File: config.mk
export PLATFORM = sky130hd
export DESIGN_NAME = gpio_port_group_edge_irq
export DESIGN_NICKNAME = d
export VERILOG_FILES = /design/src/pkg/gpio_group_pkg.sv /design/src/rtl/gpio_port_group_edge_irq.sv
export SDC_FILE = /design/constraint.sdc
export NUM_CORES = 1
export LEC_CHECK = 0
export ABC_AREA = 1
export BUFFER_PORTS_ARGS = -buffer_cell sky130_fd_sc_hd__clkbuf_2
export CORE_AREA = 5 5 156 158
export CTS_BUF_LIST = sky130_fd_sc_hd__clkbuf_8
export CTS_CLUSTER_SIZE = 30
export DETAILED_ROUTE_END_ITERATION = 8
export DIE_AREA = 0 0 161 163
export PLACE_DENSITY = 0.7
export SYNTH_ARGS = -nofsm -noshare
export SYNTH_HDL_FRONTEND = slang
export SYNTH_SLANG_ARGS = --single-unit
File: constraint.sdc
create_clock -name clk -period 12.5 [get_ports clk]
set_input_delay 1.25 -clock clk [delete_from_list [all_inputs] [get_ports clk]]
set_output_delay 1.25 -clock clk [all_outputs]
set_load 0.05 [all_outputs]
File: src/pkg/gpio_group_pkg.sv
// constants, register map and carrier types of the gpio port group
package gpio_group_pkg;
  localparam int PINS = 8;
  localparam int ADDR_W = 8;
  localparam int DATA_W = 32;
  // register byte offsets
  localparam logic [ADDR_W-1:0] OFS_PIN_DATA = 8'h00;
  localparam logic [ADDR_W-1:0] OFS_PIN_IO_GATE = 8'h04;
  localparam logic [ADDR_W-1:0] OFS_PIN_PULL_CONTROL = 8'h08;
  localparam logic [ADDR_W-1:0] OFS_EDGE_EVENT_FLAGS = 8'h0C;
  localparam logic [ADDR_W-1:0] OFS_EDGE_EVENT_ENABLES = 8'h10;
  localparam logic [ADDR_W-1:0] OFS_DEBOUNCE_ENABLES = 8'h14;
  localparam logic [ADDR_W-1:0] OFS_PERIPHERAL_SELECT = 8'h18;
  localparam logic [ADDR_W-1:0] OFS_KEY_RESET_SELECT = 8'h1C;
  localparam logic [ADDR_W-1:0] OFS_GROUP_SUMMARY = 8'h20;
  // field positions of the two register halves
  localparam int HI_LSB = 8;
  localparam int HI_MSB = 15;
  localparam int LO_LSB = 0;
  localparam int LO_MSB = 7;
  localparam int KRS_W = 2;
  // reset values
  localparam logic [PINS-1:0] RST_BYTE = 8'h00;
  localparam logic [KRS_W-1:0] RST_KRS = 2'h0;
  // key reset selection codes
  localparam logic [KRS_W-1:0] KRS_OFF = 2'h0;
  localparam logic [KRS_W-1:0] KRS_PINS_1_0 = 2'h1;
  localparam logic [KRS_W-1:0] KRS_PINS_2_0 = 2'h2;
  localparam logic [KRS_W-1:0] KRS_PINS_3_0 = 2'h3;
  // axi responses
  localparam logic [1:0] RESP_OKAY = 2'h0;
  localparam logic [1:0] RESP_SLVERR = 2'h2;
  // system clocks per debounce clock period
  localparam int DEB_DIV_DEFAULT = 16;
  localparam int DEB_CNT_W = 16;

  typedef struct packed {
    logic [PINS-1:0] out;
    logic [PINS-1:0] oe;
    logic [PINS-1:0] pull_up;
    logic [PINS-1:0] pull_down;
  } pad_ctrl_t;

  typedef struct packed {
    logic [PINS-1:0] out;
    logic [PINS-1:0] oe;
  } periph_drive_t;
endpackage : gpio_group_pkg

File: src/rtl/gpio_port_group_edge_irq.sv
// gpio port group with edge flags, key reset and axi4-lite slave
// What this block does
// RULE1: without debounce, request key reset at once when all selected pins low.
// RULE2: with debounce on those pins, request only after filtered low level.
// RULE3: key reset pins keep working as normal inputs with edge flags.
// RULE4: software makes key reset pins inputs before setting the selection.
// RULE5: edge interrupts work only for pins in general-purpose mode.
// RULE6: set fall or rise flag on each edge; cleared only by writing one.
// RULE7: group summary reads one while any enabled flag is set.
// RULE8: interrupt request only when a set flag has its enable set.
// RULE9: a set flag with its enable clear does not set the summary.
// RULE10: clearing the flags also clears the summary without another write.
// RULE11: drive gate on drives output value; otherwise writes are stored only.
// RULE12: input bit shows live level while input gate on, else zero.
// RULE13: in peripheral mode the input bit does not show the pin.
// RULE14: both gates on: input bit reads back the driven level.
// RULE15: input gates in bits 15:8, drive gates 7:0; drive off is high impedance.
// RULE16: pull direction one is up, zero is down; applied only with pull gate.
// RULE17: pulling only while drive gate is off, whatever the input gate.
// RULE18: all gpio gate and pull settings ignored in peripheral mode.
// RULE19: flags: fall in 15:8, rise in 7:0; write one clears, zero ignored.
// RULE20: enables: fall in 15:8, rise in 7:0; both give both edges.
// RULE21: software clears a flag before enabling its interrupt.
// RULE22: debounce enable bits 7:0 route pin through filter; 15:8 read zero.
// RULE23: debounce off bypasses the filter.
// RULE24: selection 0 off, 1 pins 1:0, 2 pins 2:0, 3 pins 3:0.
// RULE25: peripheral select one hands pin to peripheral, zero keeps gpio.
// RULE26: filter rejects pulses shorter than one to two debounce periods.
// RULE27: edges from gated input against previous sample.
`timescale 1ns/1ps
`default_nettype none
module gpio_port_group_edge_irq #(
  parameter int DEB_DIV = gpio_group_pkg::DEB_DIV_DEFAULT
) (
  // clock and reset
  input wire logic clk,
  input wire logic rst_n,
  // axi4-lite write address
  input wire logic s_awvalid,
  output logic s_awready,
  input wire logic [gpio_group_pkg::ADDR_W-1:0] s_awaddr,
  // axi4-lite write data
  input wire logic s_wvalid,
  output logic s_wready,
  input wire logic [gpio_group_pkg::DATA_W-1:0] s_wdata,
  input wire logic [3:0] s_wstrb,
  // axi4-lite write response
  output logic s_bvalid,
  input wire logic s_bready,
  output logic [1:0] s_bresp,
  // axi4-lite read address
  input wire logic s_arvalid,
  output logic s_arready,
  input wire logic [gpio_group_pkg::ADDR_W-1:0] s_araddr,
  // axi4-lite read data
  output logic s_rvalid,
  input wire logic s_rready,
  output logic [gpio_group_pkg::DATA_W-1:0] s_rdata,
  output logic [1:0] s_rresp,
  // pads
  input wire logic [gpio_group_pkg::PINS-1:0] pad_in,
  output gpio_group_pkg::pad_ctrl_t pad_ctrl,
  // peripheral function side
  input wire gpio_group_pkg::periph_drive_t periph_drive,
  output logic [gpio_group_pkg::PINS-1:0] periph_in,
  // events
  output logic irq,
  output logic key_reset_req
);
  import gpio_group_pkg::*;

  logic rst_meta_n;
  logic rst_sync_n;
  always_ff @(posedge clk or negedge rst_n) begin
    if (!rst_n) begin
      rst_meta_n <= 1'b0;
      rst_sync_n <= 1'b0;
    end else begin
      rst_meta_n <= 1'b1;
      rst_sync_n <= rst_meta_n;
    end
  end

  // software registers
  logic [PINS-1:0] pin_output_value;
  logic [PINS-1:0] input_gate;
  logic [PINS-1:0] drive_gate;
  logic [PINS-1:0] pull_direction;
  logic [PINS-1:0] pull_gate;
  logic [PINS-1:0] fall_edge_flag;
  logic [PINS-1:0] rise_edge_flag;
  logic [PINS-1:0] fall_edge_irq_on;
  logic [PINS-1:0] rise_edge_irq_on;
  logic [PINS-1:0] debounce_on;
  logic [PINS-1:0] peripheral_select;
  logic [KRS_W-1:0] key_reset_select;
  logic group_irq_summary;
  logic [PINS-1:0] pin_input_value;

  // three-flop pad synchroniser
  logic [PINS-1:0] sync_a;
  logic [PINS-1:0] sync_b;
  logic [PINS-1:0] sync_c;
  logic [PINS-1:0] raw_level;
  always_ff @(posedge clk or negedge rst_sync_n) begin
    if (!rst_sync_n) begin
      sync_a <= RST_BYTE;
      sync_b <= RST_BYTE;
      sync_c <= RST_BYTE;
    end else begin
      sync_a <= pad_in;
      sync_b <= sync_a;
      sync_c <= sync_b;
    end
  end

  // level accepted once stages two and three agree
  always_ff @(posedge clk or negedge rst_sync_n) begin
    if (!rst_sync_n) begin
      raw_level <= RST_BYTE;
    end else begin
      raw_level <= (sync_b & sync_c) | (raw_level & (sync_b | sync_c));
    end
  end

  // debounce clock enable from a divider
  logic [DEB_CNT_W-1:0] deb_cnt;
  logic deb_tick;
  always_ff @(posedge clk or negedge rst_sync_n) begin
    if (!rst_sync_n) begin
      deb_cnt <= '0;
      deb_tick <= 1'b0;
    end else if (deb_cnt == DEB_CNT_W'(DEB_DIV - 1)) begin
      deb_cnt <= '0;
      deb_tick <= 1'b1;
    end else begin
      deb_cnt <= deb_cnt + 1'b1;
      deb_tick <= 1'b0;
    end
  end

  // per-pin filter: a new level must be seen on two successive ticks
  logic [PINS-1:0] deb_sample;
  logic [PINS-1:0] deb_level;
  logic [PINS-1:0] filt_level;
  genvar gi;
  generate
    for (gi = 0; gi < PINS; gi++) begin : g_deb
      always_ff @(posedge clk or negedge rst_sync_n) begin
        if (!rst_sync_n) begin
          deb_sample[gi] <= 1'b0;
          deb_level[gi] <= 1'b0;
        end else if (deb_tick) begin
          deb_sample[gi] <= raw_level[gi];
          // RULE26 two-tick agreement
          if (deb_sample[gi] == raw_level[gi]) begin
            deb_level[gi] <= raw_level[gi];
          end
        end
      end
      // RULE22 RULE23 filter or bypass
      assign filt_level[gi] = debounce_on[gi] ? deb_level[gi] : raw_level[gi];
    end
  endgenerate

  // gated input for read-back and edges
  logic [PINS-1:0] next_input_value;
  always_comb begin
    // RULE14 loop back own drive when both gates on
    next_input_value = (drive_gate & pin_output_value) | (~drive_gate & filt_level);
    // RULE12 RULE13 gate and peripheral mask
    next_input_value = next_input_value & input_gate & ~peripheral_select;
  end

  logic [PINS-1:0] prev_input_value;
  always_ff @(posedge clk or negedge rst_sync_n) begin
    if (!rst_sync_n) begin
      pin_input_value <= RST_BYTE;
      prev_input_value <= RST_BYTE;
    end else begin
      // RULE27 sample each clock
      pin_input_value <= next_input_value;
      prev_input_value <= pin_input_value;
    end
  end

  // RULE5 RULE27 edges only in gpio mode
  logic [PINS-1:0] rise_hit;
  logic [PINS-1:0] fall_hit;
  assign rise_hit = pin_input_value & ~prev_input_value & ~peripheral_select;
  assign fall_hit = ~pin_input_value & prev_input_value & ~peripheral_select;

  // axi4-lite slave
  logic aw_full;
  logic w_full;
  logic [ADDR_W-1:0] aw_addr_q;
  logic [DATA_W-1:0] w_data_q;
  logic [3:0] w_strb_q;
  logic wr_fire;
  logic wr_hit;
  logic [1:0] wr_lane;
  logic [PINS-1:0] flag_clr_fall;
  logic [PINS-1:0] flag_clr_rise;
  assign wr_fire = aw_full && w_full && !s_bvalid;
  assign wr_lane = w_strb_q[1:0];

  function automatic logic mapped(input logic [ADDR_W-1:0] a);
    mapped = (a[1:0] == 2'h0) && (a <= OFS_GROUP_SUMMARY);
  endfunction : mapped

  function automatic logic [PINS-1:0] lane_write(input logic [PINS-1:0] old,
                                                 input logic [PINS-1:0] val,
                                                 input logic en);
    lane_write = en ? val : old;
  endfunction : lane_write

  assign wr_hit = mapped(aw_addr_q);

  always_ff @(posedge clk or negedge rst_sync_n) begin
    if (!rst_sync_n) begin
      aw_full <= 1'b0;
      s_awready <= 1'b0;
      aw_addr_q <= '0;
    end else if (s_awvalid && s_awready) begin
      aw_full <= 1'b1;
      s_awready <= 1'b0;
      aw_addr_q <= s_awaddr;
    end else if (wr_fire || !aw_full) begin
      aw_full <= 1'b0;
      s_awready <= 1'b1;
    end
  end

  always_ff @(posedge clk or negedge rst_sync_n) begin
    if (!rst_sync_n) begin
      w_full <= 1'b0;
      s_wready <= 1'b0;
      w_data_q <= '0;
      w_strb_q <= 4'h0;
    end else if (s_wvalid && s_wready) begin
      w_full <= 1'b1;
      s_wready <= 1'b0;
      w_data_q <= s_wdata;
      w_strb_q <= s_wstrb;
    end else if (wr_fire || !w_full) begin
      w_full <= 1'b0;
      s_wready <= 1'b1;
    end
  end

  always_ff @(posedge clk or negedge rst_sync_n) begin
    if (!rst_sync_n) begin
      s_bvalid <= 1'b0;
      s_bresp <= RESP_OKAY;
    end else if (wr_fire) begin
      s_bvalid <= 1'b1;
      s_bresp <= wr_hit ? RESP_OKAY : RESP_SLVERR;
    end else if (s_bready) begin
      s_bvalid <= 1'b0;
    end
  end

  // control register writes
  always_ff @(posedge clk or negedge rst_sync_n) begin
    if (!rst_sync_n) begin
      pin_output_value <= RST_BYTE;
      input_gate <= RST_BYTE;
      drive_gate <= RST_BYTE;
      pull_direction <= RST_BYTE;
      pull_gate <= RST_BYTE;
      fall_edge_irq_on <= RST_BYTE;
      rise_edge_irq_on <= RST_BYTE;
      debounce_on <= RST_BYTE;
      peripheral_select <= RST_BYTE;
      key_reset_select <= RST_KRS;
    end else if (wr_fire) begin
      unique case (aw_addr_q)
        // RULE11 value stored whatever the gates
        OFS_PIN_DATA: begin
          pin_output_value <= lane_write(pin_output_value, w_data_q[HI_MSB:HI_LSB], wr_lane[1]);
        end
        // RULE15 gate fields
        OFS_PIN_IO_GATE: begin
          input_gate <= lane_write(input_gate, w_data_q[HI_MSB:HI_LSB], wr_lane[1]);
          drive_gate <= lane_write(drive_gate, w_data_q[LO_MSB:LO_LSB], wr_lane[0]);
        end
        OFS_PIN_PULL_CONTROL: begin
          pull_direction <= lane_write(pull_direction, w_data_q[HI_MSB:HI_LSB], wr_lane[1]);
          pull_gate <= lane_write(pull_gate, w_data_q[LO_MSB:LO_LSB], wr_lane[0]);
        end
        // RULE20 enable fields
        OFS_EDGE_EVENT_ENABLES: begin
          fall_edge_irq_on <= lane_write(fall_edge_irq_on, w_data_q[HI_MSB:HI_LSB], wr_lane[1]);
          rise_edge_irq_on <= lane_write(rise_edge_irq_on, w_data_q[LO_MSB:LO_LSB], wr_lane[0]);
        end
        OFS_DEBOUNCE_ENABLES: begin
          debounce_on <= lane_write(debounce_on, w_data_q[LO_MSB:LO_LSB], wr_lane[0]);
        end
        // RULE25 peripheral hand-over
        OFS_PERIPHERAL_SELECT: begin
          peripheral_select <= lane_write(peripheral_select, w_data_q[LO_MSB:LO_LSB], wr_lane[0]);
        end
        OFS_KEY_RESET_SELECT: begin
          if (wr_lane[0]) begin
            key_reset_select <= w_data_q[KRS_W-1:0];
          end
        end
        default: begin
        end
      endcase
    end
  end

  // RULE19 write one clears, zero ignored
  assign flag_clr_fall = (wr_fire && aw_addr_q == OFS_EDGE_EVENT_FLAGS && wr_lane[1]) ?
                         w_data_q[HI_MSB:HI_LSB] : RST_BYTE;
  assign flag_clr_rise = (wr_fire && aw_addr_q == OFS_EDGE_EVENT_FLAGS && wr_lane[0]) ?
                         w_data_q[LO_MSB:LO_LSB] : RST_BYTE;

  // an edge in the clearing cycle wins so no event is lost
  always_ff @(posedge clk or negedge rst_sync_n) begin
    if (!rst_sync_n) begin
      fall_edge_flag <= RST_BYTE;
      rise_edge_flag <= RST_BYTE;
    end else begin
      // RULE6 set on edge, clear by software
      fall_edge_flag <= (fall_edge_flag & ~flag_clr_fall) | fall_hit;
      rise_edge_flag <= (rise_edge_flag & ~flag_clr_rise) | rise_hit;
    end
  end

  // summary and irq lag the flags by one clock
  logic next_summary;
  assign next_summary = |((fall_edge_flag & fall_edge_irq_on) | (rise_edge_flag & rise_edge_irq_on));
  always_ff @(posedge clk or negedge rst_sync_n) begin
    if (!rst_sync_n) begin
      group_irq_summary <= 1'b0;
      irq <= 1'b0;
    end else begin
      // RULE7 RULE9 RULE10 masked summary
      group_irq_summary <= next_summary;
      // RULE8 masked request
      irq <= next_summary;
    end
  end

  // key reset sees filtered levels whatever the gates and mode
  logic [3:0] key_mask;
  logic next_key_reset;
  always_comb begin
    key_mask = 4'h0;
    // RULE24 pin set selection
    unique case (key_reset_select)
      KRS_OFF: key_mask = 4'h0;
      KRS_PINS_1_0: key_mask = 4'h3;
      KRS_PINS_2_0: key_mask = 4'h7;
      KRS_PINS_3_0: key_mask = 4'hF;
    endcase
    // RULE1 RULE2 RULE3 all selected pins low
    next_key_reset = (key_mask != 4'h0) && ((filt_level[3:0] & key_mask) == 4'h0);
  end

  always_ff @(posedge clk or negedge rst_sync_n) begin
    if (!rst_sync_n) begin
      key_reset_req <= 1'b0;
    end else begin
      key_reset_req <= next_key_reset;
    end
  end

  // pad drive and pulls
  always_ff @(posedge clk or negedge rst_sync_n) begin
    if (!rst_sync_n) begin
      pad_ctrl <= '0;
      periph_in <= RST_BYTE;
    end else begin
      // RULE11 RULE18 mux between gpio and peripheral drive
      pad_ctrl.out <= (peripheral_select & periph_drive.out) | (~peripheral_select & pin_output_value);
      // RULE15 drive gate off leaves pin floating
      pad_ctrl.oe <= (peripheral_select & periph_drive.oe) | (~peripheral_select & drive_gate);
      // RULE16 RULE17 RULE18 pulls only with drive off in gpio mode
      pad_ctrl.pull_up <= ~peripheral_select & ~drive_gate & pull_gate & pull_direction;
      pad_ctrl.pull_down <= ~peripheral_select & ~drive_gate & pull_gate & ~pull_direction;
      periph_in <= raw_level & peripheral_select;
    end
  end

  // read channel: one cycle from address to data
  logic [DATA_W-1:0] rd_word;
  always_comb begin
    rd_word = '0;
    unique case (s_araddr)
      OFS_PIN_DATA: rd_word[HI_MSB:0] = {pin_output_value, pin_input_value};
      OFS_PIN_IO_GATE: rd_word[HI_MSB:0] = {input_gate, drive_gate};
      OFS_PIN_PULL_CONTROL: rd_word[HI_MSB:0] = {pull_direction, pull_gate};
      OFS_EDGE_EVENT_FLAGS: rd_word[HI_MSB:0] = {fall_edge_flag, rise_edge_flag};
      OFS_EDGE_EVENT_ENABLES: rd_word[HI_MSB:0] = {fall_edge_irq_on, rise_edge_irq_on};
      // RULE22 upper half reads zero
      OFS_DEBOUNCE_ENABLES: rd_word[LO_MSB:0] = debounce_on;
      OFS_PERIPHERAL_SELECT: rd_word[LO_MSB:0] = peripheral_select;
      OFS_KEY_RESET_SELECT: rd_word[KRS_W-1:0] = key_reset_select;
      OFS_GROUP_SUMMARY: rd_word[0] = group_irq_summary;
      default: rd_word = '0;
    endcase
  end

  always_ff @(posedge clk or negedge rst_sync_n) begin
    if (!rst_sync_n) begin
      s_arready <= 1'b0;
      s_rvalid <= 1'b0;
      s_rdata <= '0;
      s_rresp <= RESP_OKAY;
    end else if (s_arvalid && s_arready) begin
      s_arready <= 1'b0;
      s_rvalid <= 1'b1;
      s_rdata <= rd_word;
      s_rresp <= mapped(s_araddr) ? RESP_OKAY : RESP_SLVERR;
    end else if (s_rvalid && s_rready) begin
      s_rvalid <= 1'b0;
      s_arready <= 1'b1;
    end else if (!s_rvalid) begin
      s_arready <= 1'b1;
    end
  end
endmodule : gpio_port_group_edge_irq
`default_nettype wire

# After elaboration in Yosys (flattened, before gate mapping)
# Index checks and enable logic that the tools add are counted.
[word_totals]
ff_bits = 268
input_bits = 83
output_inout_bits = 83
elab_cells = 209
[classes]
add_sub_neg = 1
order_cmp = 2
n_eq_ne = 28
mux = 34
n_bitwise = 39
n_reduce_logical = 47
[op_table]
columns = ["op", "count"]
rows = [
  ["8-bit AND", 23],
  ["8-bit by 5-bit == test with 1-bit output, second input constant", 8],
  ["8-bit OR", 8],
  ["8-bit NOT", 7],
  ["6-bit case mux with 7 select lines", 1],
  ["8-bit case mux with 5 select lines", 1],
  ["8-bit by 4-bit == test with 1-bit output, second input constant", 4],
  ["3-bit AND reduction", 10],
  ["1-bit two-way mux", 24],
  ["16-bit by 1-bit adder with 16-bit output, second input constant", 1],
  ["16-bit by 4-bit == test with 1-bit output, second input constant", 1],
  ["8-bit by 3-bit == test with 1-bit output, second input constant", 2],
  ["8-bit by 6-bit less-or-equal comparator with 1-bit output, second input constant", 2],
  ["8-bit logical NOT", 2],
  ["16-bit two-way mux", 1],
  ["8-bit two-way mux", 2],
  ["4-bit case mux with 4 select lines", 1],
  ["2-bit AND reduction", 8],
  ["1-bit logical AND", 12],
  ["1-bit case mux with 9 select lines", 1],
  ["1-bit == test", 8],
  ["8-bit by 6-bit == test with 1-bit output, second input constant", 1],
  ["1-bit case mux with 8 select lines", 1],
  ["2-bit nonzero test", 4],
  ["other kinds (11)", 18],
]

# Depth between registers and ports, before layout
[depth]
ltp_word = 8
depth_mapped = 10
mapped_depth_nobuf = 9

# Least setup slack after synthesis
# Ideal clock, no wire load.
[synth_timing]
path_kind = "input to register"
startpoint = "in s_araddr[1] in the netlist's numbering"
endpoint = "reg s_rdata[0] in the netlist's numbering"
setup_ns = 0.066
t_arrival_ns = 2.168
required_ns = 12.434
setup_slack_ns = 10.266
cell_stages = 10
path_buffers = 1
cell_sequence = "nor2_2 nand2_1 nor2_2 buf_4 nand2_1 nand2_1 nor2_1 nand3_1 nand2_1 nand2_1"
[synth_via]
elab_chain_len = 2
word_cells_on_any_way = 10
classes_between = "eq/ne: 8; mux: 1; reduce/logical: 1"
[synth_rtl]
columns = ["element", "line", "source"]
rows = [
  ["start: declaration", "gpio_port_group_edge_irq.sv:54", "input wire logic [gpio_group_pkg::ADDR_W-1:0] s_araddr,"],
  ["8-bit by 6-bit == test with 1-bit output (tied with other cells)", "gpio_port_group_edge_irq.sv:392", "unique case (s_araddr)"],
  ["1-bit case mux with 9 select lines (*)", "gpio_port_group_edge_irq.sv:392", ""],
  ["end signal: assignment", "gpio_port_group_edge_irq.sv:416", "s_rdata <= rd_word;"],
  ["end: declaration", "gpio_port_group_edge_irq.sv:58", "output logic [gpio_group_pkg::DATA_W-1:0] s_rdata,"],
]
# Mark *: on every way between the ends. The rest lies on a longest branch, timed or not.
# A chain may end at the register's enable or synchronous reset.

# Final worst setup path
[layout_timing]
startpoint = "in s_araddr[7] in the netlist's numbering"
endpoint = "reg s_rdata[3] in the netlist's numbering"
[layout_via]
elab_chain_len = 2
word_cells_on_any_way = 8
classes_between = "eq/ne: 6; mux: 1; reduce/logical: 1"
[layout_rtl]
columns = ["element", "line"]
rows = [
  ["8-bit by 5-bit == test with 1-bit output (tied with other cells)", "gpio_port_group_edge_irq.sv:392"],
  ["6-bit case mux with 7 select lines (*)", "gpio_port_group_edge_irq.sv:392"],
]
# Marked as above.

==> flow_summary_export.csv <==
group,metric,value,unit
clocking,cts_tree,"yes",
placed_design,place_congestion,0.870,
timing,max_freq,366,MHz
synth,ys.warnings.count,0,
detailed_routing,ant_nets,0,
timing,period_needed,2.74,ns
worst_setup_path,worst_setup_end_kind,"register",
detailed_routing,num_vias,8409,
timing,finClkSkew,0.0172,ns
floorplan,placement_rows,56,
timing,post_route_worst_setup_slack,9.76,ns
floorplan,design.core.area,23000,sq um
final_layout,drive_above_1_share,0.181,
placed_design,post-place-ws,9.19,ns
synth,synth_cells,1212,
pwr,clkPwrFrac,0.278,
timing,hold_viol_final,0,
clocking,post_cts.resized_instances,0,
hold_path,hold_path.class,"reg2async",
pwr,power.ir.vdd_worst,0.0803,mV
detailed_routing,route.detailed.drc,0,
pwr,cellPowerDensity,190,nW/um^2
synth,library_cell_with_the_largest_summed_area_after_synthesis,"sky130_fd_sc_hd__dfrtp_1",
detailed_routing,route.met3.wl,1.77,mm
detailed_routing,wl,25.9,mm
timing,final.period_utilization,0.219,
worst_setup_path,critPathKind,"in2reg",
synth,synthesis.area,11100,sq um
clocking,cts.sinks,266,
pwr,leakagePower,6.59,nW
pwr,netSwitchingPower,0.889,mW
global_routing,wire_length_of_the_first_global_routing_pass,42.2,mm
clocking,cts.htree.levels,2,
global_routing,grt_max_degree,84,
clocking,post-cts-setup-buffer-count,0,
pwr,power.share.combinational,0.246,
clocking,max-clock-path-buffers,3,
synth,synth_enable_flop_cells,0,
timing,worstMarginPinSlew,1.10,ns
placed_design,cell_area_placed,11900,sq um
clocking,clkTransAtPathRegs,0.06,ns
synth,post_synth_main_area_contributors,"sky130_fd_sc_hd__dfrtp_1 60%, sky130_fd_sc_hd__nand2_1 12%, sky130_fd_sc_hd__o21ai_0 5.0%",
global_routing,grt_antenna_before_repair,3,
timing,fin_hold_ws,0.306,ns
timing,relSlewSlack,0.265,
placed_design,dp_hpwl,18.6,mm
worst_setup_path,cp_required,12.99,ns
global_routing,gr-usage-all-layers,0.201,
final_layout,design.final.nets,1450,
synth,synth_top_flop_cell,"sky130_fd_sc_hd__dfrtp_1",
clocking,cts-buffers-inserted,43,
synth,postSynthRegisterBits,266,
floorplan,ioPinCount,166,
placed_design,number_of_buffer_cells_added_on_primary_ports,129,
synth,synth_largest_type_area_fraction,0.598,
synth,syn_avg_cell_area,9.19,sq um
synth,share_of_synthesized_registers_carrying_an_async_set_or_reset,1.00,
detailed_routing,met2RoutedLength,11.7,mm
global_routing,vias_in_the_first_global_route,8212,
final_layout,post-route-cell-area,12700,sq um
floorplan,floorplan.die.width,161,um
detailed_routing,route.detailed.wl_per_inst,15.4,um
pwr,cellInternalPower,1.52,mW
worst_setup_path,critical_path.startpoint_type,"input pin",
worst_setup_path,worstPathMaxFanout,13,
timing,final_max_slew_viol_count,0,
detailed_routing,detailedRoute.firstPassIterationCount,5,
synth,synth.top_cells.by_count,"357 x sky130_fd_sc_hd__nand2_1, 266 x sky130_fd_sc_hd__dfrtp_1, 129 x sky130_fd_sc_hd__inv_1",
floorplan,chipHeight,163,um
synth,synth_sequential_area_ratio,0.598,
timing,rsz0062_at_grt,"no",
status,outcome,"finished, final reports clean",
clocking,cts.hold.buffers_added,0,
global_routing,grt_overflow_total,0,
pwr,power_share_of_the_sequential_group,0.477,
timing,setup-tns-final,0,ns
detailed_routing,m1WireLength,11.7,mm
final_layout,area_growth,14.0,%
detailed_routing,vias_per_cell,4.99,
synth,yosysMostFrequentCell,"sky130_fd_sc_hd__nand2_1",
floorplan,die_area,26200,sq um
timing,report.final.setup_viol,0,
detailed_routing,dr.max_layer_used,"met5",
pwr,swShare,0.368,
worst_setup_path,arrival,3.22,ns
detailed_routing,detail_route.iter0.violations,690,
final_layout,antenna_cells,0,
clocking,ctsRootBufferMaster,"sky130_fd_sc_hd__clkbuf_8",
flow_run,max-cap-violations,0,
clocking,clock_latency,0.55,ns
synth,yosysUniqueCellTypes,41,
floorplan,floorplan.initialDensity,0.485,
-- critical path, cell delays in order --
cell                       delay [ns]
sky130_fd_sc_hd__clkbuf_2        0.09
sky130_fd_sc_hd__nor2_1          0.24
sky130_fd_sc_hd__nand2_1         0.21
sky130_fd_sc_hd__inv_1           0.37
sky130_fd_sc_hd__nand2_1         0.27
sky130_fd_sc_hd__inv_2           0.33
sky130_fd_sc_hd__a21oi_1         0.12
sky130_fd_sc_hd__nand2_1         0.17
sky130_fd_sc_hd__nand2_1         0.09
sky130_fd_sc_hd__nand2_1         0.08
-- path summary, 6_finish.rpt --
path | start | to | slack, ns | cells past startpoint
worst max-delay path | s_araddr[7] | s_rdata[3] | 9.76 | 10
worst min-delay path | rst_sync_n | sync_b[3] | 0.31 | 0
worst max register to register | rst_sync_n | sync_c[4] | 10.03 | 2
worst min register to register | rst_sync_n | sync_b[3] | 0.31 | 0
max in group asynchronous | rst_sync_n | sync_c[4] | 10.03 | 2
min in group clk | sync_a[6] | sync_b[6] | 0.35 | 0
-- metal layers --
metal,vias to the layer above,global-route usage
met5,-,0
met2,246,0.312
met1,3964,0.287
met4,6,0.0620
li1,4140,-
met3,53,0.0435
-- cell families (layout without fill, tap and decap cells) --
group | count (synthesis) | in the layout | share of synthesized area
adder cells (fa/ha/maj) | 9 | 9 | 0.00831
AO/OA/AOI/OAI | 210 | 210 | 0.115
multiplexers | 1 | 1 | 0.000899
flip-flops | 266 | 266 | 0.598
other | 2 | 19 | 0.000674
buffers and inverters | 174 | 340 | 0.0727
XOR/XNOR | 3 | 3 | 0.00236
AND/OR/NAND/NOR | 547 | 547 | 0.203
-- through the flow --
| stage | power (mW) | cells | utilization |
|---|---|---|---|
| after global routing | 2.56 | 1685 | 0.553 |
| after detailed placement | 1.76 | 1611 | 0.519 |
| after global placement | 1.74 | 1611 | 0.519 |
| after floorplan | 1.58 | 1229 | - |
| after CTS | 2.43 | 1685 | 0.553 |
| final | 2.41 | 1685 | 0.553 |
-- area by class of cell --
class / count / area [sq um]
fillers: 2143 / 10300
flip-flops and latches: 266 / 6660
multi-input cells: 789 / 3740
repair buffers: 133 / 676
clock buffers: 48 / 661
inverters: 133 / 499
well taps: 290 / 363
clock inverters: 26 / 104
-- cells in the final DEF, fill, tap and decap left out, types with 2 or more instances in the layout --
| master | netlist | final |
|---|---|---|
| sky130_fd_sc_hd__a21oi_1 | 31 | 31 |
| sky130_fd_sc_hd__a22o_1 | 3 | 3 |
| sky130_fd_sc_hd__buf_4 | 23 | 4 |
| sky130_fd_sc_hd__clkbuf_2 | 0 | 129 |
| sky130_fd_sc_hd__clkbuf_8 | 0 | 48 |
| sky130_fd_sc_hd__clkinv_1 | 2 | 2 |
| sky130_fd_sc_hd__clkinv_2 | 0 | 2 |
| sky130_fd_sc_hd__conb_1 | 2 | 19 |
| sky130_fd_sc_hd__dfrtp_1 | 266 | 265 |
| sky130_fd_sc_hd__inv_1 | 129 | 152 |
| sky130_fd_sc_hd__inv_2 | 2 | 2 |
| sky130_fd_sc_hd__maj3_1 | 8 | 8 |
| sky130_fd_sc_hd__nand2_1 | 357 | 357 |
| sky130_fd_sc_hd__nand2_2 | 5 | 5 |
| sky130_fd_sc_hd__nand3_1 | 46 | 46 |
| sky130_fd_sc_hd__nand3b_1 | 2 | 2 |
| sky130_fd_sc_hd__nand4_1 | 6 | 6 |
| sky130_fd_sc_hd__nand4_4 | 2 | 2 |
| sky130_fd_sc_hd__nor2_1 | 109 | 109 |
| sky130_fd_sc_hd__nor2_2 | 6 | 6 |
| sky130_fd_sc_hd__nor2_4 | 4 | 4 |
| sky130_fd_sc_hd__nor3_1 | 4 | 4 |
| sky130_fd_sc_hd__nor4_1 | 2 | 2 |
| sky130_fd_sc_hd__o2111ai_1 | 2 | 2 |
| sky130_fd_sc_hd__o211ai_1 | 4 | 4 |
| sky130_fd_sc_hd__o21ai_0 | 111 | 111 |
| sky130_fd_sc_hd__o21ai_1 | 5 | 5 |
| sky130_fd_sc_hd__o21ai_2 | 46 | 46 |
| sky130_fd_sc_hd__o21bai_1 | 2 | 2 |
| sky130_fd_sc_hd__o31ai_1 | 2 | 2 |
| sky130_fd_sc_hd__xor2_1 | 3 | 3 |
-- sequential cells by signal (all words and copies together) (netlist names), 16 cells and up --
name / count
s_rdata: 16
w_data_q: 16
pad_ctrl: 32
deb_cnt: 16
-- power by group through the flow --
stage / combinational, mW / clock [mW] / sequential [mW]
detailed placement: 0.596 / 0 / 1.16
global placement: 0.582 / 0 / 1.16
finish: 0.593 / 0.670 / 1.15
CTS: 0.599 / 0.687 / 1.15
floorplan: 0.296 / 0 / 1.29
global route: 0.658 / 0.728 / 1.17
Power figures use the tool's default switching activity.
